--- config.mk ---
export PLATFORM = sky130hd
export DESIGN_NAME = aomc_top
export DESIGN_NICKNAME = d
export VERILOG_FILES = /design/src/rtl/aomc_pkg.sv /design/src/rtl/aomc_top.sv
export SDC_FILE = /design/constraint.sdc
export NUM_CORES = 2
export LEC_CHECK = 0
export ABC_AREA = 1
export BUFFER_PORTS_ARGS = -buffer_cell sky130_fd_sc_hd__buf_4
export CORE_AREA = 8 8 338 340
export DETAILED_ROUTE_END_ITERATION = 10
export DIE_AREA = 0 0 346 348
export GPL_TIMING_DRIVEN = 0
export PLACE_DENSITY_LB_ADDON = 0.1
export SETUP_SLACK_MARGIN = 0.5
export SYNTH_ARGS = -nofsm -noshare
export SYNTH_HDL_FRONTEND = slang
export SYNTH_SLANG_ARGS = --single-unit
export TNS_END_PERCENT = 30
--- constraint.sdc ---
create_clock -name sys_clk -period 18.4 [get_ports sys_clk]
set_input_delay 1.84 -clock sys_clk [delete_from_list [all_inputs] [get_ports sys_clk]]
set_output_delay 1.84 -clock sys_clk [all_outputs]
set_load 0.005 [all_outputs]
--- src/rtl/aomc_pkg.sv ---
// Constants, types and register map of the output mode configuration bank
// Operation
// - Channel C source picked by pattern code
// - Eleven-bit toggle alternates 10101010101 and 01010101010
// - Eleven-bit ramp steps every eighth cycle
// - Burst ramp steps every cycle to 16383
// - Custom word uses bits 13:3 or 13:0
// - Custom word split over two registers
// - Offset correction centres mid-scale at 1023
// - High-resolution count is two to 10+NH
// - Low-resolution count is two to 13+NH+NL
// - Auto burst bit enables burst mode
// - Digital enable gates offset correction
// - Band select: clear 90 MHz, set 45
// - Burst enabled per channel pair
// - Burst LSB replaced by overrange flag
// - Noise shaping off works only when overridden
// - Noise shaping follows pin or register bit
// - Overrange source: fast or normal flag
// - Global power-down, slow 100 us wake
// - Shutdown pin role: standby or power-down
// - Skew code maps to signed picoseconds
// - Quick overload threshold, flag after seven cycles
package aomc_pkg;

  // ----------------------------------------------------------------
  // Register offsets
  // ----------------------------------------------------------------
  localparam logic [7:0] OFFSET_CORRECTION_CONTROL = 8'h3D;
  localparam logic [7:0] CUSTOM_WORD_UPPER         = 8'h3F;
  localparam logic [7:0] CUSTOM_WORD_LOWER         = 8'h40;
  localparam logic [7:0] BURST_HIGH_COUNT_CONTROL  = 8'h41;
  localparam logic [7:0] DIGITAL_FEATURE_CONTROL   = 8'h42;
  localparam logic [7:0] BURST_MODE_CONTROL        = 8'h44;
  localparam logic [7:0] OVERRANGE_POWER_CONTROL   = 8'h45;
  localparam logic [7:0] OUTPUT_CLOCK_DELAY_AB     = 8'hA9;
  localparam logic [7:0] OUTPUT_CLOCK_DELAY_CD     = 8'hAC;
  localparam logic [7:0] QUICK_OVERLOAD_THRESHOLD  = 8'hC3;
  localparam logic [7:0] CHANNEL_C_PATTERN         = 8'h37;
  localparam logic [7:0] OFFSET_HELPER_CONTROL     = 8'hCF;
  localparam logic [7:0] NOISE_SHAPING_OVERRIDE    = 8'hEA;

  // ----------------------------------------------------------------
  // Writable bit masks, reset value
  // ----------------------------------------------------------------
  localparam logic [7:0] REG_RESET      = 8'h00;
  localparam logic [7:0] MASK_OFFS_CTL  = 8'h20;
  localparam logic [7:0] MASK_CW_HI     = 8'h3F;
  localparam logic [7:0] MASK_BURST_HI  = 8'h1F;
  localparam logic [7:0] MASK_DIG_CTL   = 8'h0F;
  localparam logic [7:0] MASK_BURST_CTL = 8'hC5;
  localparam logic [7:0] MASK_OVR_PWR   = 8'h0D;
  localparam logic [7:0] MASK_SKEW_AB   = 8'h0F;
  localparam logic [7:0] MASK_SKEW_CD   = 8'h78;
  localparam logic [7:0] MASK_PAT_C     = 8'h07;
  localparam logic [7:0] MASK_HELPER    = 8'h08;
  localparam logic [7:0] MASK_NS_OVRD   = 8'h80;

  // ----------------------------------------------------------------
  // Field positions
  // ----------------------------------------------------------------
  localparam int OFFS_SEL_BIT   = 5;
  localparam int AUTO_BURST_BIT = 0;
  localparam int NH_LSB         = 1;
  localparam int DIG_EN_BIT     = 3;
  localparam int BAND_BIT       = 2;
  localparam int BURST_CD_BIT   = 7;
  localparam int BURST_AB_BIT   = 6;
  localparam int BURST_OVR_BIT  = 2;
  localparam int NS_OFF_BIT     = 0;
  localparam int OVERRANGE_SOURCE_SELECT_BIT    = 3;
  localparam int GPD_BIT        = 2;
  localparam int PIN_ROLE_BIT   = 0;
  localparam int SKEW_CD_LSB    = 3;
  localparam int HELPER_BIT     = 3;
  localparam int NS_OVRD_BIT    = 7;

  // ----------------------------------------------------------------
  // Pattern codes, data constants, exponents
  // ----------------------------------------------------------------
  localparam logic [2:0]  PAT_NORMAL = 3'h0;
  localparam logic [2:0]  PAT_ZEROS  = 3'h1;
  localparam logic [2:0]  PAT_ONES   = 3'h2;
  localparam logic [2:0]  PAT_TOGGLE = 3'h3;
  localparam logic [2:0]  PAT_RAMP   = 3'h4;
  localparam logic [2:0]  PAT_CUSTOM = 3'h5;
  localparam logic [10:0] TOG11_A    = 11'h555;
  localparam logic [10:0] TOG11_B    = 11'h2AA;
  localparam logic [13:0] TOG14_A    = 14'h1555;
  localparam logic [13:0] TOG14_B    = 14'h2AAA;
  localparam logic [11:0] MID_CODE11 = 12'h3FF;
  localparam logic [13:0] MID_SCALE  = 14'h2000;
  localparam logic [18:0] AVG_RESET  = 19'h4_0000;
  localparam logic [4:0]  HI_EXP_BASE = 5'h0A;
  localparam logic [4:0]  LO_EXP_BASE = 5'h0D;
  localparam logic [8:0]  QOL_SCALE   = 9'h0FF;

  // ----------------------------------------------------------------
  // Timing
  // ----------------------------------------------------------------
  localparam int CLK_MHZ      = 10;
  localparam int WAKE_PD_US   = 100;
  localparam int WAKE_SB_US   = 10;
  localparam int WAKE_PD_CYC  = WAKE_PD_US * CLK_MHZ;
  localparam int WAKE_SB_CYC  = WAKE_SB_US * CLK_MHZ;
  localparam int QOL_DELAY    = 7;

  // Skew in ps per delay code, index 15 first
  localparam logic [15:0][9:0] SKEW_PS_TABLE = {
    10'h0AA, 10'h0C8, 10'h06E, 10'h08C, 10'h12C, 10'h154, 10'h0E6, 10'h10E,
    10'h392, 10'h3BA, 10'h34C, 10'h36A, 10'h01E, 10'h046, 10'h3E2, 10'h000};

  // Power states, Gray along on -> down/standby -> wake; wake -> on flips both bits
  typedef enum logic [1:0] {
    PWR_ON   = 2'b00,
    PWR_DOWN = 2'b01,
    PWR_WAKE = 2'b11,
    PWR_STBY = 2'b10
  } aomc_pwr_e;

endpackage : aomc_pkg

--- src/rtl/aomc_top.sv ---
// Output mode configuration bank with pattern, offset and overrange data path
//
// Implementation choice: the plain strobed port.
`timescale 1ns/100ps
`default_nettype none
module aomc_top
  import aomc_pkg::*;
(
  input  wire logic             sys_clk,
  input  wire logic             rst_n,
  input  wire logic [7:0]       reg_addr,
  input  wire logic [7:0]       reg_wdata,
  input  wire logic             reg_wr,
  input  wire logic             reg_rd,
  output logic      [7:0]       reg_rdata,
  input  wire logic [3:0][13:0] conv_data,
  input  wire logic [3:0]       normal_ovr,
  input  wire logic             shutdown_pin,
  input  wire logic             noise_shaping_pin,
  output logic      [3:0][13:0] out_data,
  output logic      [3:0]       overrange_flag,
  output logic                  data_ready,
  output logic                  noise_shaping_on,
  output logic                  noise_band_45,
  output logic                  burst_on_pair_ab,
  output logic                  burst_on_pair_cd,
  output logic      [4:0]       high_res_exp,
  output logic      [4:0]       low_res_exp,
  output logic                  global_powerdown,
  output logic                  standby,
  output logic      [9:0]       skew_ab_ps,
  output logic      [9:0]       skew_cd_ps
);

  // ----------------------------------------------------------------
  // State record
  // ----------------------------------------------------------------
  typedef struct packed {
    logic [7:0]       offs_ctl;   // Offset correction control
    logic [7:0]       cw_hi;      // Custom word bits 13:8
    logic [7:0]       cw_lo;      // Custom word bits 7:0
    logic [7:0]       burst_hi;   // High-res exponent, auto burst
    logic [7:0]       dig_ctl;    // Digital enable, band, low-res exponent
    logic [7:0]       burst_ctl;  // Pair enables, LSB flag, noise off
    logic [7:0]       ovr_pwr;    // Overrange select, power control
    logic [7:0]       skew_ab;    // Clock skew pair AB
    logic [7:0]       skew_cd;    // Clock skew pair CD
    logic [7:0]       qol;        // Quick overload level
    logic [7:0]       pat_c;      // Channel C source select
    logic [7:0]       helper;     // Offset helper bit
    logic [7:0]       ns_ovrd;    // Noise shaping register control
    logic [7:0]       rdata;      // Read data, one cycle
    logic [1:0]       pdn_sync;   // Shutdown pin synchroniser
    logic [1:0]       nsp_sync;   // Noise shaping pin synchroniser
    logic [13:0]      ramp;       // Ramp counter
    logic             toggle;     // Toggle phase
    aomc_pwr_e        pstate;     // Power state
    logic [9:0]       wake_cnt;   // Wake countdown
    logic [3:0][5:0]  qpipe;      // Quick overload delay line
    logic [3:0][18:0] avg;        // Running mid-scale estimate
    logic [3:0][13:0] dout;       // Output samples
    logic [3:0]       ovr;        // Overrange flags
    logic             ready;      // Data valid
    logic             ns_on;      // Noise shaping active
    logic             band45;     // 45 MHz band
    logic             burst_ab;   // Burst pair AB
    logic             burst_cd;   // Burst pair CD
    logic [4:0]       hi_exp;     // High-res exponent
    logic [4:0]       lo_exp;     // Low-res exponent
    logic             gpd;        // Global power-down
    logic             stby;       // Standby
    logic [9:0]       skab;       // Skew AB in ps
    logic [9:0]       skcd;       // Skew CD in ps
  } aomc_state_s;

  aomc_state_s st_reg;   // Registered state
  aomc_state_s st_next;  // Next state

  logic [3:0]       qdet;     // Quick overload detected this cycle
  logic [3:0]       ovr_sel;  // Selected overrange flag
  logic             pd_req;   // Power-down requested
  logic             sb_req;   // Standby requested

  // ----------------------------------------------------------------
  // Next-state logic
  // ----------------------------------------------------------------
  always_comb
  begin
    logic [14:0] mag;
    logic [21:0] lhs;
    logic [21:0] rhs;
    logic [19:0] diff;
    logic [12:0] corr;
    logic [10:0] x11;
    logic        dig_on;
    logic        burst_ch;
    logic [13:0] d;
    mag      = '0;
    lhs      = '0;
    rhs      = '0;
    diff     = '0;
    corr     = '0;
    x11      = '0;
    dig_on   = 1'b0;
    burst_ch = 1'b0;
    d        = '0;
    st_next  = st_reg;
    qdet     = '0;
    ovr_sel  = '0;

    // Register writes, reserved bits forced to zero
    // reserved bits held zero
    if (reg_wr)
    begin
      case (reg_addr)
        OFFSET_CORRECTION_CONTROL: st_next.offs_ctl  = reg_wdata & MASK_OFFS_CTL;
        CUSTOM_WORD_UPPER:         st_next.cw_hi     = reg_wdata & MASK_CW_HI;
        CUSTOM_WORD_LOWER:         st_next.cw_lo     = reg_wdata;
        BURST_HIGH_COUNT_CONTROL:  st_next.burst_hi  = reg_wdata & MASK_BURST_HI;
        DIGITAL_FEATURE_CONTROL:   st_next.dig_ctl   = reg_wdata & MASK_DIG_CTL;
        BURST_MODE_CONTROL:        st_next.burst_ctl = reg_wdata & MASK_BURST_CTL;
        OVERRANGE_POWER_CONTROL:   st_next.ovr_pwr   = reg_wdata & MASK_OVR_PWR;
        OUTPUT_CLOCK_DELAY_AB:     st_next.skew_ab   = reg_wdata & MASK_SKEW_AB;
        OUTPUT_CLOCK_DELAY_CD:     st_next.skew_cd   = reg_wdata & MASK_SKEW_CD;
        QUICK_OVERLOAD_THRESHOLD:  st_next.qol       = reg_wdata;
        CHANNEL_C_PATTERN:         st_next.pat_c     = reg_wdata & MASK_PAT_C;
        OFFSET_HELPER_CONTROL:     st_next.helper    = reg_wdata & MASK_HELPER;
        NOISE_SHAPING_OVERRIDE:    st_next.ns_ovrd   = reg_wdata & MASK_NS_OVRD;
        default:                   st_next.rdata     = st_reg.rdata & REG_RESET;
      endcase
    end

    // Read data valid only in the cycle after the strobe
    st_next.rdata = REG_RESET;
    if (reg_rd)
    begin
      case (reg_addr)
        OFFSET_CORRECTION_CONTROL: st_next.rdata = st_reg.offs_ctl;
        CUSTOM_WORD_UPPER:         st_next.rdata = st_reg.cw_hi;
        CUSTOM_WORD_LOWER:         st_next.rdata = st_reg.cw_lo;
        BURST_HIGH_COUNT_CONTROL:  st_next.rdata = st_reg.burst_hi;
        DIGITAL_FEATURE_CONTROL:   st_next.rdata = st_reg.dig_ctl;
        BURST_MODE_CONTROL:        st_next.rdata = st_reg.burst_ctl;
        OVERRANGE_POWER_CONTROL:   st_next.rdata = st_reg.ovr_pwr;
        OUTPUT_CLOCK_DELAY_AB:     st_next.rdata = st_reg.skew_ab;
        OUTPUT_CLOCK_DELAY_CD:     st_next.rdata = st_reg.skew_cd;
        QUICK_OVERLOAD_THRESHOLD:  st_next.rdata = st_reg.qol;
        CHANNEL_C_PATTERN:         st_next.rdata = st_reg.pat_c;
        OFFSET_HELPER_CONTROL:     st_next.rdata = st_reg.helper;
        NOISE_SHAPING_OVERRIDE:    st_next.rdata = st_reg.ns_ovrd;
        default:                   st_next.rdata = REG_RESET;
      endcase
    end

    // Pin synchronisers
    st_next.pdn_sync = {st_reg.pdn_sync[0], shutdown_pin};
    st_next.nsp_sync = {st_reg.nsp_sync[0], noise_shaping_pin};

    // Pattern generators run freely
    // ramp step each cycle
    st_next.ramp   = 14'(st_reg.ramp + 14'h0001);
    st_next.toggle = ~st_reg.toggle;

    st_next.ns_on  = st_reg.ns_ovrd[NS_OVRD_BIT] ? ~st_reg.burst_ctl[NS_OFF_BIT] : st_reg.nsp_sync[1];
    st_next.band45 = st_reg.dig_ctl[BAND_BIT];
    st_next.burst_ab = st_reg.burst_hi[AUTO_BURST_BIT] & st_reg.burst_ctl[BURST_AB_BIT];
    st_next.burst_cd = st_reg.burst_hi[AUTO_BURST_BIT] & st_reg.burst_ctl[BURST_CD_BIT];
    st_next.hi_exp = 5'(HI_EXP_BASE + 5'(st_reg.burst_hi[NH_LSB +: 4]));
    st_next.lo_exp = 5'(LO_EXP_BASE + 5'(st_reg.burst_hi[NH_LSB +: 4]) + 5'(st_reg.dig_ctl[1:0]));
    st_next.skab = SKEW_PS_TABLE[st_reg.skew_ab[3:0]];
    st_next.skcd = SKEW_PS_TABLE[st_reg.skew_cd[SKEW_CD_LSB +: 4]];

    // Power control
    // power requests
    pd_req = st_reg.ovr_pwr[GPD_BIT] | (st_reg.pdn_sync[1] & st_reg.ovr_pwr[PIN_ROLE_BIT]);
    sb_req = st_reg.pdn_sync[1] & ~st_reg.ovr_pwr[PIN_ROLE_BIT];
    st_next.gpd  = pd_req;
    st_next.stby = sb_req & ~pd_req;
    case (st_reg.pstate)
      PWR_ON:
      begin
        if (pd_req)
          st_next.pstate = PWR_DOWN;
        else if (sb_req)
          st_next.pstate = PWR_STBY;
      end
      PWR_DOWN:
      begin
        if (!pd_req)
        begin
          st_next.pstate   = PWR_WAKE;
          st_next.wake_cnt = 10'(WAKE_PD_CYC - 1);
        end
      end
      PWR_STBY:
      begin
        if (pd_req)
          st_next.pstate = PWR_DOWN;
        else if (!sb_req)
        begin
          st_next.pstate   = PWR_WAKE;
          st_next.wake_cnt = 10'(WAKE_SB_CYC - 1);
        end
      end
      PWR_WAKE:
      begin
        if (pd_req)
          st_next.pstate = PWR_DOWN;
        else if (sb_req)
          st_next.pstate = PWR_STBY;
        else if (st_reg.wake_cnt == 10'h000)
          st_next.pstate = PWR_ON;
        else
          st_next.wake_cnt = 10'(st_reg.wake_cnt - 10'h001);
      end
      default:
        st_next.pstate = PWR_DOWN;
    endcase
    st_next.ready = (st_reg.pstate == PWR_ON);

    dig_on = st_reg.dig_ctl[DIG_EN_BIT] & st_reg.offs_ctl[OFFS_SEL_BIT] & st_reg.helper[HELPER_BIT];

    // Per-channel data path
    for (int ch = 0; ch < 4; ch++)
    begin
      // threshold is full scale times level over 255
      mag  = (conv_data[ch] >= MID_SCALE) ? 15'(conv_data[ch] - MID_SCALE) : 15'(MID_SCALE - conv_data[ch]);
      lhs  = 22'(mag) * 22'(QOL_SCALE);
      rhs  = 22'({st_reg.qol, 13'h0000});
      qdet[ch] = (lhs >= rhs);
      st_next.qpipe[ch] = {st_reg.qpipe[ch][4:0], qdet[ch]};
      ovr_sel[ch] = st_reg.ovr_pwr[OVERRANGE_SOURCE_SELECT_BIT] ? normal_ovr[ch] : st_reg.qpipe[ch][QOL_DELAY - 2];
      st_next.ovr[ch] = ovr_sel[ch];

      // Running mid-scale estimate of the 11-bit code
      x11  = conv_data[ch][13:3];
      diff = 20'({x11, 8'h00}) - 20'(st_reg.avg[ch]);
      st_next.avg[ch] = 19'(st_reg.avg[ch] + 19'(20'($signed(diff) >>> 8)));
      corr = 13'(13'(x11) - 13'(st_reg.avg[ch][18:8]) + 13'(MID_CODE11));
      if (corr[12])
        corr = '0;
      else if (corr[11])
        corr = 13'h07FF;

      burst_ch = (ch < 2) ? st_reg.burst_ab : st_reg.burst_cd;
      d = conv_data[ch];
      if (dig_on && !burst_ch)
        d = {corr[10:0], 3'h0};

      if (ch == 2)
      begin
        case (st_reg.pat_c[2:0])
          PAT_ZEROS:  d = 14'h0000;
          PAT_ONES:   d = burst_ch ? 14'h3FFF : 14'h3FF8;
          PAT_TOGGLE:
          begin
            if (burst_ch)
              d = st_reg.toggle ? TOG14_B : TOG14_A;
            else
              d = {st_reg.toggle ? TOG11_B : TOG11_A, 3'h0};
          end
          // ramp, slow view in 11-bit mode
          PAT_RAMP:   d = burst_ch ? st_reg.ramp : {st_reg.ramp[13:3], 3'h0};
          PAT_CUSTOM:
          begin
            if (burst_ch)
              d = {st_reg.cw_hi[5:0], st_reg.cw_lo};
            else
              d = {st_reg.cw_hi[5:0], st_reg.cw_lo[7:3], 3'h0};
          end
          default:    d = d;
        endcase
      end

      if (burst_ch && st_reg.burst_ctl[BURST_OVR_BIT])
        d[0] = ovr_sel[ch];
      st_next.dout[ch] = (st_reg.pstate == PWR_ON) ? d : 14'h0000;
    end
  end

  // ----------------------------------------------------------------
  // State register
  // ----------------------------------------------------------------
  always_ff @(posedge sys_clk)
  begin
    if (!rst_n)
    begin
      st_reg        <= '0;
      st_reg.pstate <= PWR_ON;
      st_reg.avg    <= {4{AVG_RESET}};
    end
    else
      st_reg <= st_next;
  end

  // Outputs straight from flops
  assign reg_rdata        = st_reg.rdata;
  assign out_data         = st_reg.dout;
  assign overrange_flag   = st_reg.ovr;
  assign data_ready       = st_reg.ready;
  assign noise_shaping_on = st_reg.ns_on;
  assign noise_band_45    = st_reg.band45;
  assign burst_on_pair_ab = st_reg.burst_ab;
  assign burst_on_pair_cd = st_reg.burst_cd;
  assign high_res_exp     = st_reg.hi_exp;
  assign low_res_exp      = st_reg.lo_exp;
  assign global_powerdown = st_reg.gpd;
  assign standby          = st_reg.stby;
  assign skew_ab_ps       = st_reg.skab;
  assign skew_cd_ps       = st_reg.skcd;
endmodule : aomc_top
`default_nettype wire

After elaboration in Yosys (flattened, before gate mapping):

Memory sizes are Yosys's and may differ from the RTL's. A register that Yosys moved wholly into a read port is not among the register bits.
Index checks and enable logic that the tools add are counted.

* memories: 2
* memory bits (writable): 0
* memory bits (read-only): 320
* register bits after elaboration: 268
* input bits: 82
* latch bits: 0

* add/sub/neg operators: 29
* order comparisons: 8
* shifts and indexed selects: 0
* divide/modulo/power cells: 0
* $mul: 4
* bitwise gates (word level): 14
* reductions and logical operators: 30
* equal/unequal tests: 30
* mux-type cells: 47

Memories
* (no name shown): depth 16, width 10, read ports 1, clocked after memory_dff 1, write ports 0, RTL line aomc_top.sv:171 `st_next.skcd = SKEW_PS_TABLE[st_reg.skew_cd[SKEW_CD_LSB +: 4]];`
* (no name shown): depth 16, width 10, read ports 1, clocked after memory_dff 1, write ports 0, RTL line aomc_top.sv:170 `st_next.skab = SKEW_PS_TABLE[st_reg.skew_ab[3:0]];`

Operators by type and width (number)
* case mux 8 bit (13 select lines): 1
* 2-to-1 mux 11 bit: 9
* greater-or-equal comparator 22 x 21 -> 1 bit: 4
* multiplier 15 x 8 -> 22 bit, second input constant: 4
* 2-to-1 mux 14 bit: 6
* subtractor 19 x 19 -> 20 bit: 4
* adder 19 bit: 4
* case mux 14 bit (5 select lines): 1
* 2-to-1 mux 15 bit: 4
* subtractor 14 x 14 -> 15 bit, first input constant: 4
* subtractor 14 x 14 -> 15 bit, second input constant: 4
* greater-or-equal comparator 14 bit, second input constant: 4
* adder 12 x 11 -> 13 bit, second input constant: 4
* subtractor 11 x 11 -> 12 bit: 4
* == test 8 x 7 -> 1 bit, second input constant: 5
* == test 8 bit, second input constant: 5
* 2-to-1 mux 10 bit: 4
* case mux 10 bit (3 select lines): 1
* AND reduction 2 bit: 15
* == test 8 x 6 -> 1 bit, second input constant: 3
* 2-to-1 mux 12 bit: 2
* adder 14 x 1 -> 14 bit, second input constant: 1
* 2-to-1 mux 2 bit: 6
* inequality test 2 bit, second input constant: 6
* 25 further kinds: 57

Longest topological paths before layout:

* depth after elaboration: 7
* depth in mapped cells: 40

Worst setup path after synthesis:

Ideal clock, no wire load.

* path type: input to register
* from: input conv_data[2] (netlist bit)
* to: register st_reg, in the netlist st_next[174]
* setup slack: 10.793 ns
* setup time: 0.110 ns
* stages: 28
* buffers on the path: 0
* arrival: 7.497 ns
* data required time: 18.290 ns
* path through: nor3_1 inv_1 nor3_1 inv_1 nor3_1 nand3_1 nor4_1 inv_1 fa_1 inv_1 fa_1 inv_1 fa_1 fa_1 inv_1 ha_1 nand2_1 nor4_1 nand4_1 nand3_1 xor2_1 ha_1 inv_1 o2111ai_1 nor2_1 nand3_1 nand2_1 inv_1

* word-level cells in the longest chain between the ends: 4
* elaborated cells between the ends (all ways): 6
* those cells by class: add/sub: 2; mul: 1; order compare: 2; mux: 1

RTL lines
* start: declaration: RTL line aomc_top.sv:16 `input wire logic [3:0][13:0] conv_data,`
* subtractor 14 x 14 -> 15 bit / greater-or-equal comparator 14 bit (equally long branches): RTL line aomc_top.sv:227 `mag = (conv_data[ch] >= MID_SCALE) ? 15'(conv_data[ch] - MID_SCALE) : 15'(MID_SCALE - conv_data[ch]);`
* 2-to-1 mux 15 bit *: RTL line aomc_top.sv:227
* multiplier 15 x 8 -> 22 bit *: RTL line aomc_top.sv:228 `lhs = 22'(mag) * 22'(QOL_SCALE);`
* greater-or-equal comparator 22 x 21 -> 1 bit *: RTL line aomc_top.sv:230 `qdet[ch] = (lhs >= rhs);`
* end signal: assignment: RTL line aomc_top.sv:293 `st_reg <= st_next;`
* end: declaration: RTL line aomc_top.sv:76 `aomc_state_s st_reg;`

Mark *: on every way between the ends. The rest lies on a longest branch, timed or not.
A chain may end at the register's enable or synchronous reset.

Final worst setup path:

* from: input conv_data[28] (netlist bit)
* to: register st_reg, in the netlist st_next[186]

Same word-level chain as after synthesis.

==> flow_metrics.py <==
metrics = {
    "run_status": {
        "status": "completed",
    },
    "worst_hold_path": {
        "hold_end": "st_next[188]$_SDFF_PN0_",
        "hp-start": "st_next[187]$_SDFF_PN0_",
        "min_path_type": "register to register",
        "hold_path_depth": 2,
    },
    "cts": {
        "cts_resized": 0,
        "clk_latency_ns": 0.62,
        "cts_buffer_depth": 3,
        "cts_setup_buffers": 0,
        "clk_pin_slew_ns": 0.05,
        "clock-sinks": 286,
        "ctsHoldBuffers": 0,
        "root_buffer": "clkbuf_16",
        "cts_made_buffers": 42,
        "htreeDepth": 2,
        "cts_tree": "done",
    },
    "synth": {
        "yosysWarnings": 0,
        "synth-edff-count": 0,
        "synth_area_sq_um": 32400,
        "post_synth.cell_area_avg_sq_um": 7.22,
        "synth_ff_type": "dfxtp_1",
        "synth-seq-cells": 286,
        "synth_cell_types": 59,
        "syn_inst": 4492,
        "async_flop_share_pct": 0,
        "ys_seq_area_share_pct": 17.7,
    },
    "die": {
        "dieArea_sq_um": 120000,
        "die_height_um": 348,
        "initial_core_util_pct": 29.7,
        "fp-row-count": 122,
        "ioPinCount": 187,
        "dieWidth_um": 346,
        "core_area_sq_um": 109000,
    },
    "placement": {
        "dp_slack_ns": 9.49,
        "numPortBuffers": 184,
        "gp_congestion": 0.857,
        "dp_hpwl_um": 87800,
    },
    "sta": {
        "skew_ns": 0.0313,
        "setup_viol": 0,
        "finalCritPeriodShare_pct": 43.9,
        "relSlewSlack_pct": 15.8,
        "hold_violations": 0,
        "period_needed_ns": 8.08,
        "fmax_mhz": 124,
        "rsz0062_at_grt": "no",
        "tightest_slew_ns": 1.26,
        "finalMaxSlewViolations": 0,
        "setup_ws_ns": 10.32,
        "setup_tns_ns": 0,
    },
    "grt": {
        "grt_max_degree": 12,
        "grtUsageTotal_pct": 16.9,
        "antenna_found_initial": 6,
        "grt_pass1_vias": 28185,
        "grt_pass1_wl_um": 162000,
        "grt_overflow": 0,
    },
    "setup_path": {
        "crit_slowest_cell": "fa_1",
        "cp.buffers_inverters": 3,
        "critPathKind": "primary input to register",
        "critPathArrivalTime_ns": 8.62,
        "timing.rr.start": "st_reg[105]$_SDFF_PN0_",
        "reg2reg_depth": 19,
        "slowest_delay_ns": 0.57,
        "endpoint_kind": "register",
        "cp_top_family": "adder cells",
        "rrSetupSlack_ns": 14.25,
        "r2r-end": "st_reg[112]$_SDFF_PN0_",
        "cp.required_ns": 18.94,
        "crit_fanout": 6,
        "worstSetupStartpointType": "primary input",
    },
    "route": {
        "detail_route.first_pass.iterations": 5,
        "route.antenna.remaining_nets": 0,
        "dr.first_iter.drc_count": 1486,
        "wl_per_cell_um": 16.7,
        "drc": 0,
        "drt_wl_total_um": 104000,
        "vias": 28487,
        "avgViaCountPerCell": 4.59,
    },
    "final_layout": {
        "nets": 5427,
        "final_cell_mix": "nand2_1, inv_1, nor2_1",
        "multi_input_area_sq_um": 22700,
        "syn2layout_area_growth_pct": 14.6,
        "layout_commonest_cell": "nand2_1",
        "drive_gt1_share_pct": 9.67,
        "largest_reg_flops": 160,
        "fill_cells": 11956,
        "final-seq-area_sq_um": 5730,
    },
    "flow_run": {
        "cap_violations": 0,
    },
}
==> per-layer routing <==
metal,wire (um),GRT usage [%],up-vias,part of all wire (%)
li1,-,-,14822,-
met1,51400,23.8,13069,49
met2,45200,27.1,498,44
met3,4850,2.73,96,4.7
met4,2430,3.92,2,2.3
met5,13,0,-,0.013
==> worst max-delay path by stage <==
stage | start | to | slack [ns] | cells after the start
floorplan | conv_data[2] | st_next[174]$_SDFF_PN0_ | 10.79 | 28
global placement | conv_data[14] | st_next[180]$_SDFF_PN0_ | 9.31 | 29
detailed placement | conv_data[30] | st_next[186]$_SDFF_PN0_ | 9.49 | 29
CTS | conv_data[30] | st_next[186]$_SDFF_PN0_ | 10.14 | 29
global route | conv_data[28] | st_next[186]$_SDFF_PN0_ | 9.72 | 29
finish | conv_data[28] | st_next[186]$_SDFF_PN0_ | 10.32 | 29
==> worst register-to-register path, delay by kind of cell, from the launching register on <==
kind,cells,cell delay (ns)
xor+xnor,1,0.38
compound gates,7,1.92
simple gates,7,0.48
fa+ha+maj,2,0.71
flops,1,0.35
buf+inv,2,0.19
==> cell usage after synthesis, types with 6 or more instances <==
library cell | number | area, sq um
nand2_1 | 833 | 3130
inv_1 | 822 | 3090
nor2_1 | 360 | 1350
ha_1 | 355 | 4440
a21oi_1 | 350 | 1750
dfxtp_1 | 286 | 5730
fa_1 | 241 | 4820
o21ai_0 | 234 | 1170
nand3_1 | 213 | 1070
xor2_1 | 148 | 1300
buf_4 | 102 | 766
xnor2_1 | 60 | 526
nand4_1 | 52 | 325
nor3_1 | 47 | 235
clkbuf_1 | 37 | 139
o22ai_1 | 27 | 169
a21o_1 | 26 | 195
nand3b_1 | 26 | 195
a31oi_1 | 21 | 131
o21bai_1 | 19 | 143
o31ai_1 | 19 | 143
nand2_2 | 18 | 113
o21a_1 | 17 | 128
a211oi_1 | 16 | 120
nor4_1 | 15 | 93.8
or2_2 | 15 | 93.8
nor2_2 | 13 | 81.3
o211ai_1 | 13 | 97.6
a21oi_2 | 10 | 87.6
nand3_2 | 10 | 100
inv_2 | 9 | 33.8
nor3_2 | 6 | 60.1
==> stage by stage <==
stage               hold WS [ns]  area [sq um]  cells  utilization, %
global placement           0.392         35700   6130            32.7
detailed placement         0.397         35700   6131            32.7
finish                     0.402         37200   6209            34.0
floorplan                  0.390         32500   4520               -
CTS                        0.407         37200   6205            34.0
global route               0.421         37200   6205            34.0
==> area by class of cell <==
class                           count  area share (%)
Tap cell                         1426            4.80
Buffer                            151            2.67
Antenna cell                        4          0.0269
Multi-Input combinational cell   3249            61.1
Sequential cell                   286            15.4
Inverter                          834            8.42
Timing Repair Buffer              185            3.74
Clock inverter                     19           0.613
Clock buffer                       55            3.23
==> cell families (layout without fill, tap and decap cells) <==
kind of cell	Yosys count	count (layout)	share of synthesized area, %
other	2	34	0.0232
multiplexers	4	4	0.123
AND/OR/NAND/NOR	1625	1625	21.5
XOR/XNOR	213	213	5.87
buffers and inverters	985	1244	12.7
AO/OA/AOI/OAI	781	781	13.5
adder cells (fa/ha/maj)	596	596	28.6
flip-flops	286	286	17.7
Power is not shown: default switching activity piles up to over one toggle a cycle in this logic, so the estimate is an artifact.
